File: config.mk
export PLATFORM = sky130hd
export DESIGN_NAME = ccm_router
export DESIGN_NICKNAME = d
export VERILOG_FILES = /design/src/common/ccm_pkg.sv /design/src/common/ccm_sel_if.sv /design/src/core/ccm_selector_bank.sv /design/src/core/ccm_router.sv
export SDC_FILE = /design/constraint.sdc
export NUM_CORES = 2
export LEC_CHECK = 0
export BUFFER_PORTS_ARGS = -buffer_cell sky130_fd_sc_hd__buf_2
export CAP_MARGIN = 20
export CORE_ASPECT_RATIO = 0.9
export CORE_UTILIZATION = 64
export CTS_CLUSTER_DIAMETER = 200
export DETAILED_ROUTE_END_ITERATION = 8
export GPL_ROUTABILITY_DRIVEN = 0
export GPL_TIMING_DRIVEN = 0
export PLACE_DENSITY = 0.92
export SLEW_MARGIN = 20
export SYNTH_ARGS = -nofsm -noshare
export SYNTH_HDL_FRONTEND = slang
export SYNTH_SLANG_ARGS = --single-unit
File: constraint.sdc
create_clock -name ref_clk -period 4 [get_ports ref_clk]
set_input_delay 0.6 -clock ref_clk [delete_from_list [all_inputs] [get_ports ref_clk]]
set_output_delay 0.6 -clock ref_clk [all_outputs]
set_load 0.1 [all_outputs]
File: src/common/ccm_pkg.sv
// Constants for the configurable connection matrix: source codes, sink
// numbers, pin tables, register map and bandgap timing.
// Assumes an APB slave at 100 MHz in front of the selector store.
// Operation
// RQ1: Spare codes low; 62 reset; 63 high
// RQ2: Each sink has own six-bit selector word
// RQ3: Code 18 shared pipe/LUT; 19, 20 taps
// RQ4: Codes 14-17 true/inverted of latches four, five
// RQ5: Codes 22-33 pins; 34-36, 53 oscillators
// RQ6: Delayed bandgap good on 51; detector on 52
// RQ7: Codes 37-40 counters, 41-46 PWM, 47-50 interrupts/comparators
// RQ8: Sinks 8-11 shared two-input cells
// RQ9: Sinks 24-29 shared three-input cells
// RQ10: Sinks 34-39 controls of latches four, five
// RQ11: Sinks 40-42 pipe delay or LUT inputs
// RQ12: Sinks 44-62 pin outputs and enables
// RQ13: Sinks 63, 66, 78 high powers down
// RQ14: Sinks 64, 65 low powers comparators down
// RQ15: Sinks 67-75 counter clock, inputs, keep, up
// RQ16: Sinks 76, 77 PWM register select bits
// RQ17: Sink 43 feeds edge delay; returns code 21
// RQ18: Sixty-four sources, eighty-one sink selectors
// RQ19: Selectors fixed once programmed and locked
// RQ20: Each sink a stateless 64-to-1 multiplexer
package ccm_pkg;
  // Matrix size
  localparam int SRC_COUNT  = 64;
  localparam int SINK_COUNT = 81;
  localparam int SEL_W      = 6;
  localparam int IDX_W      = 7;
  // Source codes
  localparam int CODE_LUT2_BASE  = 1;
  localparam int CODE_LUT3_BASE  = 7;
  localparam int CODE_LUT4       = 13;
  localparam int CODE_LATCH4_Q   = 14;
  localparam int CODE_LATCH4_INV = 15;
  localparam int CODE_LATCH5_Q   = 16;
  localparam int CODE_LATCH5_INV = 17;
  localparam int CODE_PIPE_ONE   = 18;
  localparam int CODE_PIPE_TAP   = 19;
  localparam int CODE_EDGE       = 21;
  localparam int CODE_PIN_BASE   = 22;
  localparam int CODE_RING       = 34;
  localparam int CODE_RC         = 35;
  localparam int CODE_LOW_FREQ   = 36;
  localparam int CODE_CNT_BASE   = 37;
  localparam int CODE_PWM_BASE   = 41;
  localparam int CODE_SER_IRQ    = 47;
  localparam int CODE_ACMP_A     = 48;
  localparam int CODE_ACMP_B     = 49;
  localparam int CODE_CONV_IRQ   = 50;
  localparam int CODE_BANDGAP    = 51;
  localparam int CODE_PWR_DET    = 52;
  localparam int CODE_RC_RAW     = 53;
  localparam int CODE_SPARE_LO   = 54;
  localparam int CODE_SPARE_HI   = 61;
  localparam int CODE_POR        = 62;
  localparam int CODE_VDD        = 63;
  localparam logic [5:0] CODE_GROUND_V = 6'h00;
  localparam logic [5:0] CODE_POR_V    = 6'h3e;
  localparam logic [5:0] CODE_VDD_V    = 6'h3f;
  // Sink numbers
  localparam int SINK_LUT2_SHARE = 8;
  localparam int SINK_LUT3_SHARE = 24;
  localparam int SINK_LATCH4     = 34;
  localparam int SINK_LATCH5     = 37;
  localparam int SINK_PIPE       = 40;
  localparam int SINK_EDGE       = 43;
  localparam int SINK_CONV_PD    = 63;
  localparam int SINK_ACMPA_EN   = 64;
  localparam int SINK_ACMPB_EN   = 65;
  localparam int SINK_OSC_PD     = 66;
  localparam int SINK_CNT_BASE   = 67;
  localparam int SINK_PWM_SEL    = 76;
  localparam int SINK_PWM_PD     = 78;
  localparam int SINK_SER_CS     = 79;
  localparam int SINK_SER_CLK    = 80;
  // Output pins 3,4,5,6,7,9,10,11,12,13,14; zero enable entry means none
  localparam int PIN_COUNT = 11;
  localparam int PIN_OUT_SINK [0:10] = '{44, 46, 48, 50, 51, 53, 55, 56, 57, 59, 61};
  localparam int PIN_OE_SINK  [0:10] = '{45, 47, 49, 0, 52, 54, 0, 0, 58, 60, 62};
  // Register map
  localparam int          ADDR_W        = 12;
  localparam logic [11:0] SEL_BASE_ADDR = 12'h000;
  localparam logic [11:0] SEL_END_ADDR  = 12'h144;
  localparam logic [11:0] CTRL_ADDR     = 12'h200;
  localparam logic [11:0] STATUS_ADDR   = 12'h204;
  localparam int          CTRL_LOCK_BIT = 0;
  localparam int          STAT_BG_BIT   = 0;
  localparam int          STAT_LOCK_BIT = 1;
  localparam logic [5:0]  SEL_RESET     = 6'h00;
  // Bandgap good delay, least time rounded up
  localparam int CLK_PERIOD_NS = 10;
  localparam int BG_DELAY_NS   = 200;
  localparam int BG_DELAY_CYC  = (BG_DELAY_NS + CLK_PERIOD_NS - 1) / CLK_PERIOD_NS;
  localparam int BG_CNT_W      = 5;
endpackage : ccm_pkg

File: src/common/ccm_sel_if.sv
// Selector store port between the router and its selector bank.
// Assumes both ends run on the same clock.
`timescale 1ns/100ps
interface ccm_sel_if;
  logic                                     wrEn;    // One-cycle write strobe
  logic [ccm_pkg::IDX_W-1:0]                wrIdx;   // Sink written
  logic [ccm_pkg::SEL_W-1:0]                wrData;  // New selector
  logic [ccm_pkg::IDX_W-1:0]                rdIdx;   // Sink read back
  logic [ccm_pkg::SEL_W-1:0]                rdData;  // Registered readback
  logic [ccm_pkg::SEL_W*ccm_pkg::SINK_COUNT-1:0] selFlat; // All selectors
  modport bank (input wrEn, wrIdx, wrData, rdIdx, output rdData, selFlat);
  modport ctrl (output wrEn, wrIdx, wrData, rdIdx, input rdData, selFlat);
endinterface : ccm_sel_if

File: src/core/ccm_selector_bank.sv
// Selector store: one six-bit word per sink, parallel view for routing
// and a registered readback port. Assumes writes are already lock-gated.
`timescale 1ns/100ps
module ccm_selector_bank #(
  parameter int DEPTH = ccm_pkg::SINK_COUNT
) (
  input  wire logic  ref_clk,
  input  wire logic  rst_b,
  ccm_sel_if.bank    sel
);
  // Depth must fit the index width
  if (DEPTH < 1 || DEPTH > (1 << ccm_pkg::IDX_W)) begin : g_bad_depth
    $error("Selector bank depth out of range");
  end

  logic [ccm_pkg::SEL_W-1:0] word_reg [DEPTH];  // Selector words
  logic [ccm_pkg::SEL_W-1:0] rdData_reg;        // Readback register
  logic                      rdHit;             // Read index in range

  assign rdHit = 32'(sel.rdIdx) < DEPTH;

  // Word store, all grounded after reset
  always_ff @(posedge ref_clk or negedge rst_b)
  begin
    if (!rst_b)
    begin
      for (int i = 0; i < DEPTH; i++) word_reg[i] <= ccm_pkg::SEL_RESET;
    end
    else if (sel.wrEn && 32'(sel.wrIdx) < DEPTH)
    begin
      word_reg[sel.wrIdx] <= sel.wrData; // RQ2
    end
  end

  // Readback, zero for an index past the end
  always_ff @(posedge ref_clk or negedge rst_b)
  begin
    if (!rst_b)
      rdData_reg <= '0;
    else
      rdData_reg <= rdHit ? word_reg[sel.rdIdx] : '0;
  end

  assign sel.rdData = rdData_reg;

  // Parallel view, word k at bits 6k+5..6k
  for (genvar k = 0; k < DEPTH; k++) begin : g_flat
    assign sel.selFlat[k*ccm_pkg::SEL_W +: ccm_pkg::SEL_W] = word_reg[k]; // RQ2
  end
endmodule : ccm_selector_bank

File: src/core/ccm_router.sv
// Connection matrix: 64 hard-wired sources, 81 selector-driven sinks,
// selectors loaded and locked over APB. Routing is combinational.
// Assumes sources and sink users are the device's own cells.
`timescale 1ns/100ps
module ccm_router (
  input  wire logic        ref_clk,
  input  wire logic        rst_b,
  // APB slave
  input  wire logic        psel,
  input  wire logic        penable,
  input  wire logic        pwrite,
  input  wire logic [11:0] paddr,
  input  wire logic [31:0] pwdata,
  output logic      [31:0] prdata,
  output logic             pready,
  output logic             pslverr,
  // Sources
  input  wire logic [5:0]  lutTwoOut,
  input  wire logic [5:0]  lutThreeOut,
  input  wire logic        patternOut,
  input  wire logic        latchFourQ,
  input  wire logic        latchFourInvertedOutput,
  input  wire logic        latchFiveQ,
  input  wire logic        latchFiveInvertedOutput,
  input  wire logic        pipeSingleOut,
  input  wire logic [1:0]  pipeTapOut,
  input  wire logic        edgeDelayOut,
  input  wire logic [11:0] pinIn,
  input  wire logic        ringOscOut,
  input  wire logic        rcOscOut,
  input  wire logic        lowFreqOscOut,
  input  wire logic [3:0]  counterDelayOut,
  input  wire logic [5:0]  pwmCompOut,
  input  wire logic        serialIrq,
  input  wire logic        analogComparatorA,
  input  wire logic        analogComparatorB,
  input  wire logic        converterIrq,
  input  wire logic        bandgapGood,
  input  wire logic        powerDetect,
  input  wire logic        rcOscRaw,
  input  wire logic        powerOnReset_n,
  // Sinks
  output logic [80:0]      sinkOut,
  output logic [3:0]       lutTwoShareIn,
  output logic [5:0]       lutThreeShareIn,
  output logic [2:0]       latchFourCtl,
  output logic [2:0]       latchFiveCtl,
  output logic [2:0]       pipeCtl,
  output logic             edgeDelayIn,
  output logic [10:0]      pinOut,
  output logic [10:0]      pinOe,
  output logic             converterPowerDown,
  output logic             comparatorAPowerEnable_n,
  output logic             comparatorBPowerEnable_n,
  output logic             oscPowerDown,
  output logic [8:0]       counterCtl,
  output logic [1:0]       pwmRegSel,
  output logic             pwmPowerDown,
  output logic             serialSelect_n,
  output logic             serialClock
);
  ccm_sel_if selBus ();  // Selector store port

  // Source vector, index equals source code
  logic [ccm_pkg::SRC_COUNT-1:0] srcVec;

  // Bandgap good synchroniser and delay
  logic                        bgMeta_reg;         // First stage only
  logic                        bgSync_reg;         // Usable level
  logic [ccm_pkg::BG_CNT_W-1:0] bgCnt_reg;          // Stable-high count
  logic                        bandgapDelayed_reg; // Delayed indication
  localparam logic [ccm_pkg::BG_CNT_W-1:0] BG_LAST =
    ccm_pkg::BG_CNT_W'(ccm_pkg::BG_DELAY_CYC - 1);

  // APB state
  logic [31:0] prdata_reg;   // Read data
  logic        pready_reg;   // Access done
  logic        pslverr_reg;  // Error answer
  logic        lock_reg;     // Selectors frozen

  // Decode
  logic        accessPh;     // Access phase
  logic        doneEdge;     // Transfer completes at this edge
  logic        isSel;        // Selector word hit
  logic        isCtrl;       // Control register hit
  logic        isStat;       // Status register hit
  logic        mapped;       // Any register hit
  logic        errNow;       // Transfer will be refused
  logic [31:0] readMux;      // Read data for this address

  // Hard-wired sources
  assign srcVec[0]                              = 1'b0; // RQ1
  assign srcVec[ccm_pkg::CODE_LUT2_BASE +: 6]   = lutTwoOut; // RQ18
  assign srcVec[ccm_pkg::CODE_LUT3_BASE +: 6]   = lutThreeOut; // RQ18
  assign srcVec[ccm_pkg::CODE_LUT4]             = patternOut; // RQ18
  assign srcVec[ccm_pkg::CODE_LATCH4_Q]         = latchFourQ; // RQ4
  assign srcVec[ccm_pkg::CODE_LATCH4_INV]       = latchFourInvertedOutput; // RQ4
  assign srcVec[ccm_pkg::CODE_LATCH5_Q]         = latchFiveQ; // RQ4
  assign srcVec[ccm_pkg::CODE_LATCH5_INV]       = latchFiveInvertedOutput; // RQ4
  assign srcVec[ccm_pkg::CODE_PIPE_ONE]         = pipeSingleOut; // RQ3
  assign srcVec[ccm_pkg::CODE_PIPE_TAP +: 2]    = pipeTapOut; // RQ3
  assign srcVec[ccm_pkg::CODE_EDGE]             = edgeDelayOut; // RQ17
  assign srcVec[ccm_pkg::CODE_PIN_BASE +: 12]   = pinIn; // RQ5
  assign srcVec[ccm_pkg::CODE_RING]             = ringOscOut; // RQ5
  assign srcVec[ccm_pkg::CODE_RC]               = rcOscOut; // RQ5
  assign srcVec[ccm_pkg::CODE_LOW_FREQ]         = lowFreqOscOut; // RQ5
  assign srcVec[ccm_pkg::CODE_CNT_BASE +: 4]    = counterDelayOut; // RQ7
  assign srcVec[ccm_pkg::CODE_PWM_BASE +: 6]    = pwmCompOut; // RQ7
  assign srcVec[ccm_pkg::CODE_SER_IRQ]          = serialIrq; // RQ7
  assign srcVec[ccm_pkg::CODE_ACMP_A]           = analogComparatorA; // RQ7
  assign srcVec[ccm_pkg::CODE_ACMP_B]           = analogComparatorB; // RQ7
  assign srcVec[ccm_pkg::CODE_CONV_IRQ]         = converterIrq; // RQ7
  assign srcVec[ccm_pkg::CODE_BANDGAP]          = bandgapDelayed_reg; // RQ6
  assign srcVec[ccm_pkg::CODE_PWR_DET]          = powerDetect; // RQ6
  assign srcVec[ccm_pkg::CODE_RC_RAW]           = rcOscRaw; // RQ5
  assign srcVec[ccm_pkg::CODE_SPARE_LO +: 8]    = 8'h00; // RQ1
  assign srcVec[ccm_pkg::CODE_POR]              = powerOnReset_n; // RQ1
  assign srcVec[ccm_pkg::CODE_VDD]              = 1'b1; // RQ1

  // One stateless 64-to-1 selector per sink
  for (genvar k = 0; k < ccm_pkg::SINK_COUNT; k++) begin : g_sink
    assign sinkOut[k] = srcVec[selBus.selFlat[k*ccm_pkg::SEL_W +: ccm_pkg::SEL_W]]; // RQ20
  end

  // Named sink groups
  assign lutTwoShareIn   = sinkOut[ccm_pkg::SINK_LUT2_SHARE +: 4]; // RQ8
  assign lutThreeShareIn = sinkOut[ccm_pkg::SINK_LUT3_SHARE +: 6]; // RQ9
  assign latchFourCtl    = sinkOut[ccm_pkg::SINK_LATCH4 +: 3]; // RQ10
  assign latchFiveCtl    = sinkOut[ccm_pkg::SINK_LATCH5 +: 3]; // RQ10
  assign pipeCtl         = sinkOut[ccm_pkg::SINK_PIPE +: 3]; // RQ11
  assign edgeDelayIn     = sinkOut[ccm_pkg::SINK_EDGE]; // RQ17
  assign converterPowerDown       = sinkOut[ccm_pkg::SINK_CONV_PD]; // RQ13
  assign oscPowerDown             = sinkOut[ccm_pkg::SINK_OSC_PD]; // RQ13
  assign pwmPowerDown             = sinkOut[ccm_pkg::SINK_PWM_PD]; // RQ13
  assign comparatorAPowerEnable_n = sinkOut[ccm_pkg::SINK_ACMPA_EN]; // RQ14
  assign comparatorBPowerEnable_n = sinkOut[ccm_pkg::SINK_ACMPB_EN]; // RQ14
  assign counterCtl      = sinkOut[ccm_pkg::SINK_CNT_BASE +: 9]; // RQ15
  assign pwmRegSel       = sinkOut[ccm_pkg::SINK_PWM_SEL +: 2]; // RQ16
  assign serialSelect_n  = sinkOut[ccm_pkg::SINK_SER_CS]; // RQ2
  assign serialClock     = sinkOut[ccm_pkg::SINK_SER_CLK]; // RQ2

  // Pin outputs and enables; pins without a matrix enable show low
  for (genvar p = 0; p < ccm_pkg::PIN_COUNT; p++) begin : g_pin
    assign pinOut[p] = sinkOut[ccm_pkg::PIN_OUT_SINK[p]]; // RQ12
    if (ccm_pkg::PIN_OE_SINK[p] != 0) begin : g_oe
      assign pinOe[p] = sinkOut[ccm_pkg::PIN_OE_SINK[p]]; // RQ12
    end
    else begin : g_no_oe
      assign pinOe[p] = 1'b0;
    end
  end

  // Bandgap level through two flops
  always_ff @(posedge ref_clk or negedge rst_b)
  begin
    if (!rst_b)
    begin
      bgMeta_reg <= 1'b0;
      bgSync_reg <= 1'b0;
    end
    else
    begin
      bgMeta_reg <= bandgapGood;
      bgSync_reg <= bgMeta_reg;
    end
  end

  // Rise delayed by the bandgap time, fall passes at once
  always_ff @(posedge ref_clk or negedge rst_b)
  begin
    if (!rst_b)
    begin
      bgCnt_reg          <= '0;
      bandgapDelayed_reg <= 1'b0;
    end
    else if (!bgSync_reg)
    begin
      bgCnt_reg          <= '0;
      bandgapDelayed_reg <= 1'b0;
    end
    else if (bgCnt_reg != BG_LAST)
      bgCnt_reg <= bgCnt_reg + 1'b1; // RQ6
    else
      bandgapDelayed_reg <= 1'b1; // RQ6
  end

  // Address decode
  assign accessPh = psel & penable;
  assign doneEdge = accessPh & pready_reg;
  assign isSel    = (paddr[1:0] == 2'b00) && (paddr < ccm_pkg::SEL_END_ADDR);
  assign isCtrl   = paddr == ccm_pkg::CTRL_ADDR;
  assign isStat   = paddr == ccm_pkg::STATUS_ADDR;
  assign mapped   = isSel | isCtrl | isStat;
  assign errNow   = ~mapped | (pwrite & isSel & lock_reg); // RQ19

  // Read data selection
  assign readMux  = isSel  ? {26'h0000000, selBus.rdData} :
                    isCtrl ? {31'h00000000, lock_reg} :
                    isStat ? {30'h00000000, lock_reg, bandgapDelayed_reg} :
                             32'h00000000;

  // Bank port: index from the word address, writes only when unlocked
  assign selBus.rdIdx  = paddr[8:2];
  assign selBus.wrIdx  = paddr[8:2];
  assign selBus.wrData = pwdata[5:0];
  assign selBus.wrEn   = doneEdge & pwrite & isSel & ~lock_reg; // RQ19

  // Answer one cycle into the access phase
  always_ff @(posedge ref_clk or negedge rst_b)
  begin
    if (!rst_b)
    begin
      pready_reg  <= 1'b0;
      pslverr_reg <= 1'b0;
      prdata_reg  <= 32'h00000000;
    end
    else if (accessPh && !pready_reg)
    begin
      pready_reg  <= 1'b1;
      pslverr_reg <= errNow;
      prdata_reg  <= pwrite ? 32'h00000000 : readMux;
    end
    else
    begin
      pready_reg  <= 1'b0;
      pslverr_reg <= 1'b0;
    end
  end

  // Lock is sticky until reset
  always_ff @(posedge ref_clk or negedge rst_b)
  begin
    if (!rst_b)
      lock_reg <= 1'b0;
    else if (doneEdge && pwrite && isCtrl && pwdata[ccm_pkg::CTRL_LOCK_BIT])
      lock_reg <= 1'b1; // RQ19
  end

  assign prdata  = prdata_reg;
  assign pready  = pready_reg;
  assign pslverr = pslverr_reg;

  // Selector store
  ccm_selector_bank #(
    .DEPTH (ccm_pkg::SINK_COUNT)
  ) u_ccm_selector_bank (
    .ref_clk (ref_clk),
    .rst_b   (rst_b),
    .sel     (selBus)
  );

  // Checks
  logic [5:0] selLast;   // Selector of the serial clock sink
  logic [5:0] selPin3;   // Selector of pin 3 output
  logic [5:0] selPwmLo;  // Selector of PWM select bit 0
  logic [5:0] selPwmHi;  // Selector of PWM select bit 1
  assign selLast  = selBus.selFlat[ccm_pkg::SINK_SER_CLK*6 +: 6];
  assign selPwmLo = selBus.selFlat[ccm_pkg::SINK_PWM_SEL*6 +: 6];
  assign selPwmHi = selBus.selFlat[(ccm_pkg::SINK_PWM_SEL+1)*6 +: 6];
  assign selPin3 = selBus.selFlat[ccm_pkg::PIN_OUT_SINK[0]*6 +: 6];
endmodule : ccm_router

==> metrics.txt, run 1 <==
Async S/R FF share, synth 100%; Die X 332 um; sequential-to-total area share from yosys stat 20.3%; last step reached global routing; main flop type after synthesis dfrtp_1; Synth Area per Inst 13.1 um^2; Sink Count 509; Post-synth EDFFs 0; pin count of the biggest net entering global routing 97; Netlist cell types 61; leading post-synthesis cells by cell area mux4_2, dfrtp_1, mux2_2; Die Ht 299 um; Buffers on Ports 160; Synth area leader mux4_2; global-route wire length before repair 572 mm; htree depth 2; Starting Density 64.8%; Ys Warns 0; HPWL Detailed 205 mm; top cell type's share of synthesized area 48.1%; cell count after synthesis 4783; Tot GR Track Use 81.3%; area of the mapped netlist 0.0627 mm^2; status stopped before the end; Ports 278; Clock Path Buffers 3; stop err [ERROR GRT-0116] Global routing finished with congestion. Check the congestion regions in the DRC Viewer.; Yosys reg bits 509; Root Buffer clkbuf_16; CTS Buf Count 58; grt ovf 423; number of cell rows 108; vias in the first global route 70700
[synth_stat cells (9+ instances only)]
cell,instances
nor2_1,212
nand2_1,117
o211ai_1,82
nor3_4,9
mux2_2,650
mux2i_1,271
a22oi_1,95
nand3_1,26
clkbuf_1,843
a21oi_1,88
nor2b_1,12
buf_2,90
mux4_2,1340
nor2_2,29
o31ai_1,88
buf_1,143
dfrtp_1,509
buf_4,89
[cell families after synthesis]
family / Yosys count / synth area share, %
AOI/OAI and AO/OA: 389 / 4.35
xor gates and xnor gates: 4 / 0.0559
muxes: 2263 / 64.1
adders and majority gates: 1 / 0.0199
and+or+nand+nor: 447 / 3.43
other: 1 / 0.00598
buffers and inverters: 1169 / 7.71
DFF: 509 / 20.3
[per-stage QoR]
stage	setup slack, ps	util [%]	instance area [um^2]	hold slack [ps]	std cells
CTS	0.566	71.2	68900	29.3	6293
floorplan	264	-	62800	304	4811
detailed placement	-725	67.8	65600	338	6247
global placement	-7960	67.4	65200	337	6236
[per-layer routing]
metal / GRT overflow / global-route usage [%]
met1: 47 / 79.2
met2: 138 / 87.5
met3: 93 / 79.8
met4: 133 / 77.4
met5: 12 / 70.9
[timing repair]
item,4_1_cts
gates resized for setup,439
setup endpoints to repair,166
setup buffers,69
hold endpoints to repair,68
hold buffers,1
pin swaps,1
==> run 2: changes to the inputs <==
Settings changed: CORE_ASPECT_RATIO 0.9 to unset, CORE_UTILIZATION 64 to 40, CTS_CLUSTER_DIAMETER 200 to unset, PLACE_DENSITY 0.92 to unset, PLACE_DENSITY_LB_ADDON set to 0.15.
==> run 2 against run 1 <==
  * The flow now finishes, with violations (DRC, setup timing)
  * Synthesized area stayed put
  * Synthesized cell count stayed put
==> metrics.txt, run 2 <==
Total Power 15.5 mW; synth cell count leaders mux4_2, clkbuf_1, mux2_2; Clock Path Buffers 3 (unchanged); initial antenna violation count 63; max FFs per register 486; DR vias 55000; Die Ht 398 um (+33%); Worst setup SP type input pin; failing checks DRC, setup timing; Post-synth EDFFs 0 (unchanged); synth-to-layout area growth 15.2%; CP Max Fanout 10; number of vias per cell 7.63; Crit path arrival time 3500 ps; Yosys reg bits 509 (unchanged); main flop type after synthesis dfrtp_1; worst reg2reg path endpoint u_ccm_selector_bank.sel.selFlat[348]; Worst-path clk slew 60 ps; layout cell share with drive strength beyond 1 59.9%; top cell type's share of synthesized area 48.1% (unchanged); sequential-to-total area share from yosys stat 20.3% (unchanged); crit path from analogComparatorB; worst setup margin -97.5 ps; cell count after synthesis 4783 (unchanged); Synth Area per Inst 13.1 um^2 (unchanged); Die X 398 um (+20%); most frequent cells in the layout mux4_2, mux2_2, clkbuf_1, dfrtp_1, mux2i_1; endpoints failing setup 33; Buffers on Ports 160 (unchanged); Internal 10.4 mW; htree depth 3 (+1); P_leak 25.9 nW; status complete, but fails checks; leading post-synthesis cells by cell area mux4_2, dfrtp_1, mux2_2; count leader, synth mux4_2; final slew viol count 0; Die Footprint 0.158 mm^2; CTS Buf Count 68 (+17%); Final Skew 29.2 ps; Pre-antenna DRT Iters 9; clock share of power 44.0%; crit path time final 4100 ps; DR WL/cell 45.4 um; Ys Warns 0 (unchanged); Skew-Pair Late Insertion Delay 710 ps; Sw Ratio 32.7%; Final nets 5137; Worst Max-Slew Pin Slew 1350 ps; # DRC 5; Sink Count 509 (unchanged); Synth area leader mux4_2; pin count of the biggest net entering global routing 92; worst setup path end sinkOut[78]; worst vdd ir 0.328 mV; global-route wire length before repair 446 mm; vias in the first global route 52200; Req. time, crit path 3400 ps; Power Density 214 mW/mm^2; relative slew slack 10.2%; critical path endpoint category primary output; Netlist cell types 61 (unchanged); Starting Density 40.5% (-24 points); final wirelength 327 mm; Setup CP Type in2out; reg2reg setup slack 200 ps; switching power 5.06 mW; TritonCTS clock tree done; HPWL Detailed 243 mm (+18%); Final Hold Slack 303 ps; area of the mapped netlist 0.0627 mm^2 (unchanged); number of cell rows 144 (+33%); RR Startpoint lock_reg; Reg power frac 33.3%; worst r2r path cells 8; Ports 278 (unchanged); Core Region 0.155 mm^2; part of the cycle the worst path needs 102%; Max Cap Viol 0; most common cell after layout, fill and taps aside mux4_2; grt ovf 0; Async S/R FF share, synth 100% (unchanged); Comb pwr share 22.7%; Root Buffer clkbuf_16; fmax 244 MHz; ANT nets after route 0; worst hold path type in2async; Final Hold Fails 0; Tot GR Track Use 41.2%; 1st-iter DRT viols 8925
## run 2: worst min-delay path by stage
| stage | start | to | slack (ps) | cells after the start |
|---|---|---|---|---|
| 2_1_floorplan | rst_b | bandgapDelayed_reg | 300 | 0 |
| 3_3_place_gp | bgMeta_reg | bgSync_reg | 340 | 0 |
| 3_5_place_dp | bgMeta_reg | bgSync_reg | 340 | 0 |
| 4_1_cts | paddr[9] | lock_reg | 260 | 3 |
| 5_1_grt | paddr[9] | lock_reg | 310 | 3 |
| 6_report | rst_b | u_ccm_selector_bank.sel.selFlat[213] | 300 | 2 |
## run 2: metrics by stage
stage	std cells	instance area (um^2)	TNS (ps)	util, %	worst slack (ps)
2_1_floorplan	4811	62800	0	-	264
3_3_place_gp	7015	66200	-4985310	42.7	-9150
3_5_place_dp	7072	67700	-101500	43.7	-762
4_1_cts	7130	71800	0	46.3	0.469
5_1_grt	7150	72100	-2.44	46.6	-2.30
6_report	7209	72300	-1140	46.7	-97.5
## run 2: worst max-delay path, stage by stage
cell and delay [ps]:
buf_2 690, clkbuf_1 780, mux4_2 410, a22oi_1 70
a21oi_1 150, mux2_2 240, buf_4 120, buf_2 410
## run 2: logic make-up after synthesis
logic type | count (synthesis) | share of synthesized area, %
AO/OA/AOI/OAI | 389 | 4.35
XOR/XNOR | 4 | 0.0559
adder cells (fa/ha/maj) | 1 | 0.0199
buffers and inverters | 1169 | 7.71
flip-flops | 509 | 20.3
multiplexers | 2263 | 64.1
other | 1 | 0.00598
AND/OR/NAND/NOR | 447 | 3.43
## run 2: power groups by stage
| stage | Clock (mW) | Sequential (mW) | Combinational (mW) |
|---|---|---|---|
| 6_report | 6.81 | 5.16 | 3.51 |
| 5_1_grt | 6.98 | 5.16 | 3.50 |
| 4_1_cts | 6.79 | 5.16 | 3.30 |
| 3_5_place_dp | 0 | 5.26 | 3.28 |
| 3_3_place_gp | 0 | 5.26 | 3.09 |
| 2_1_floorplan | 0 | 5.27 | 1.83 |
## run 2: final cells by class
cell class / instances / area, um^2
well taps: 2044 / 2560
fillers: 13900 / 82700
plain buffers: 1010 / 5400
inverters: 4 / 15.0
flip-flops and latches: 509 / 12900
clock buffers: 93 / 1970
repair buffers: 307 / 3550
multi-input cells: 3133 / 45300
clock inverters: 28 / 420
diodes: 81 / 203
## run 2: repair_timing
item	CTS	global route
gates resized for setup	520	154
gates cloned	0	0
hold buffers	2	0
setup buffers	78	7
endpoints found under the hold margin	14	0
endpoints found under the setup margin	144	70
## run 2: routing by layer
layer	vias up	global-route usage [%]	wire (um)
met5	-	3.06	944
met4	46	34.5	31700
met3	1395	20.4	52200
met2	5445	54.7	133000
met1	28300	49.3	109000
li1	19800	-	-
Note: power is estimated with default switching activity, not from simulation.
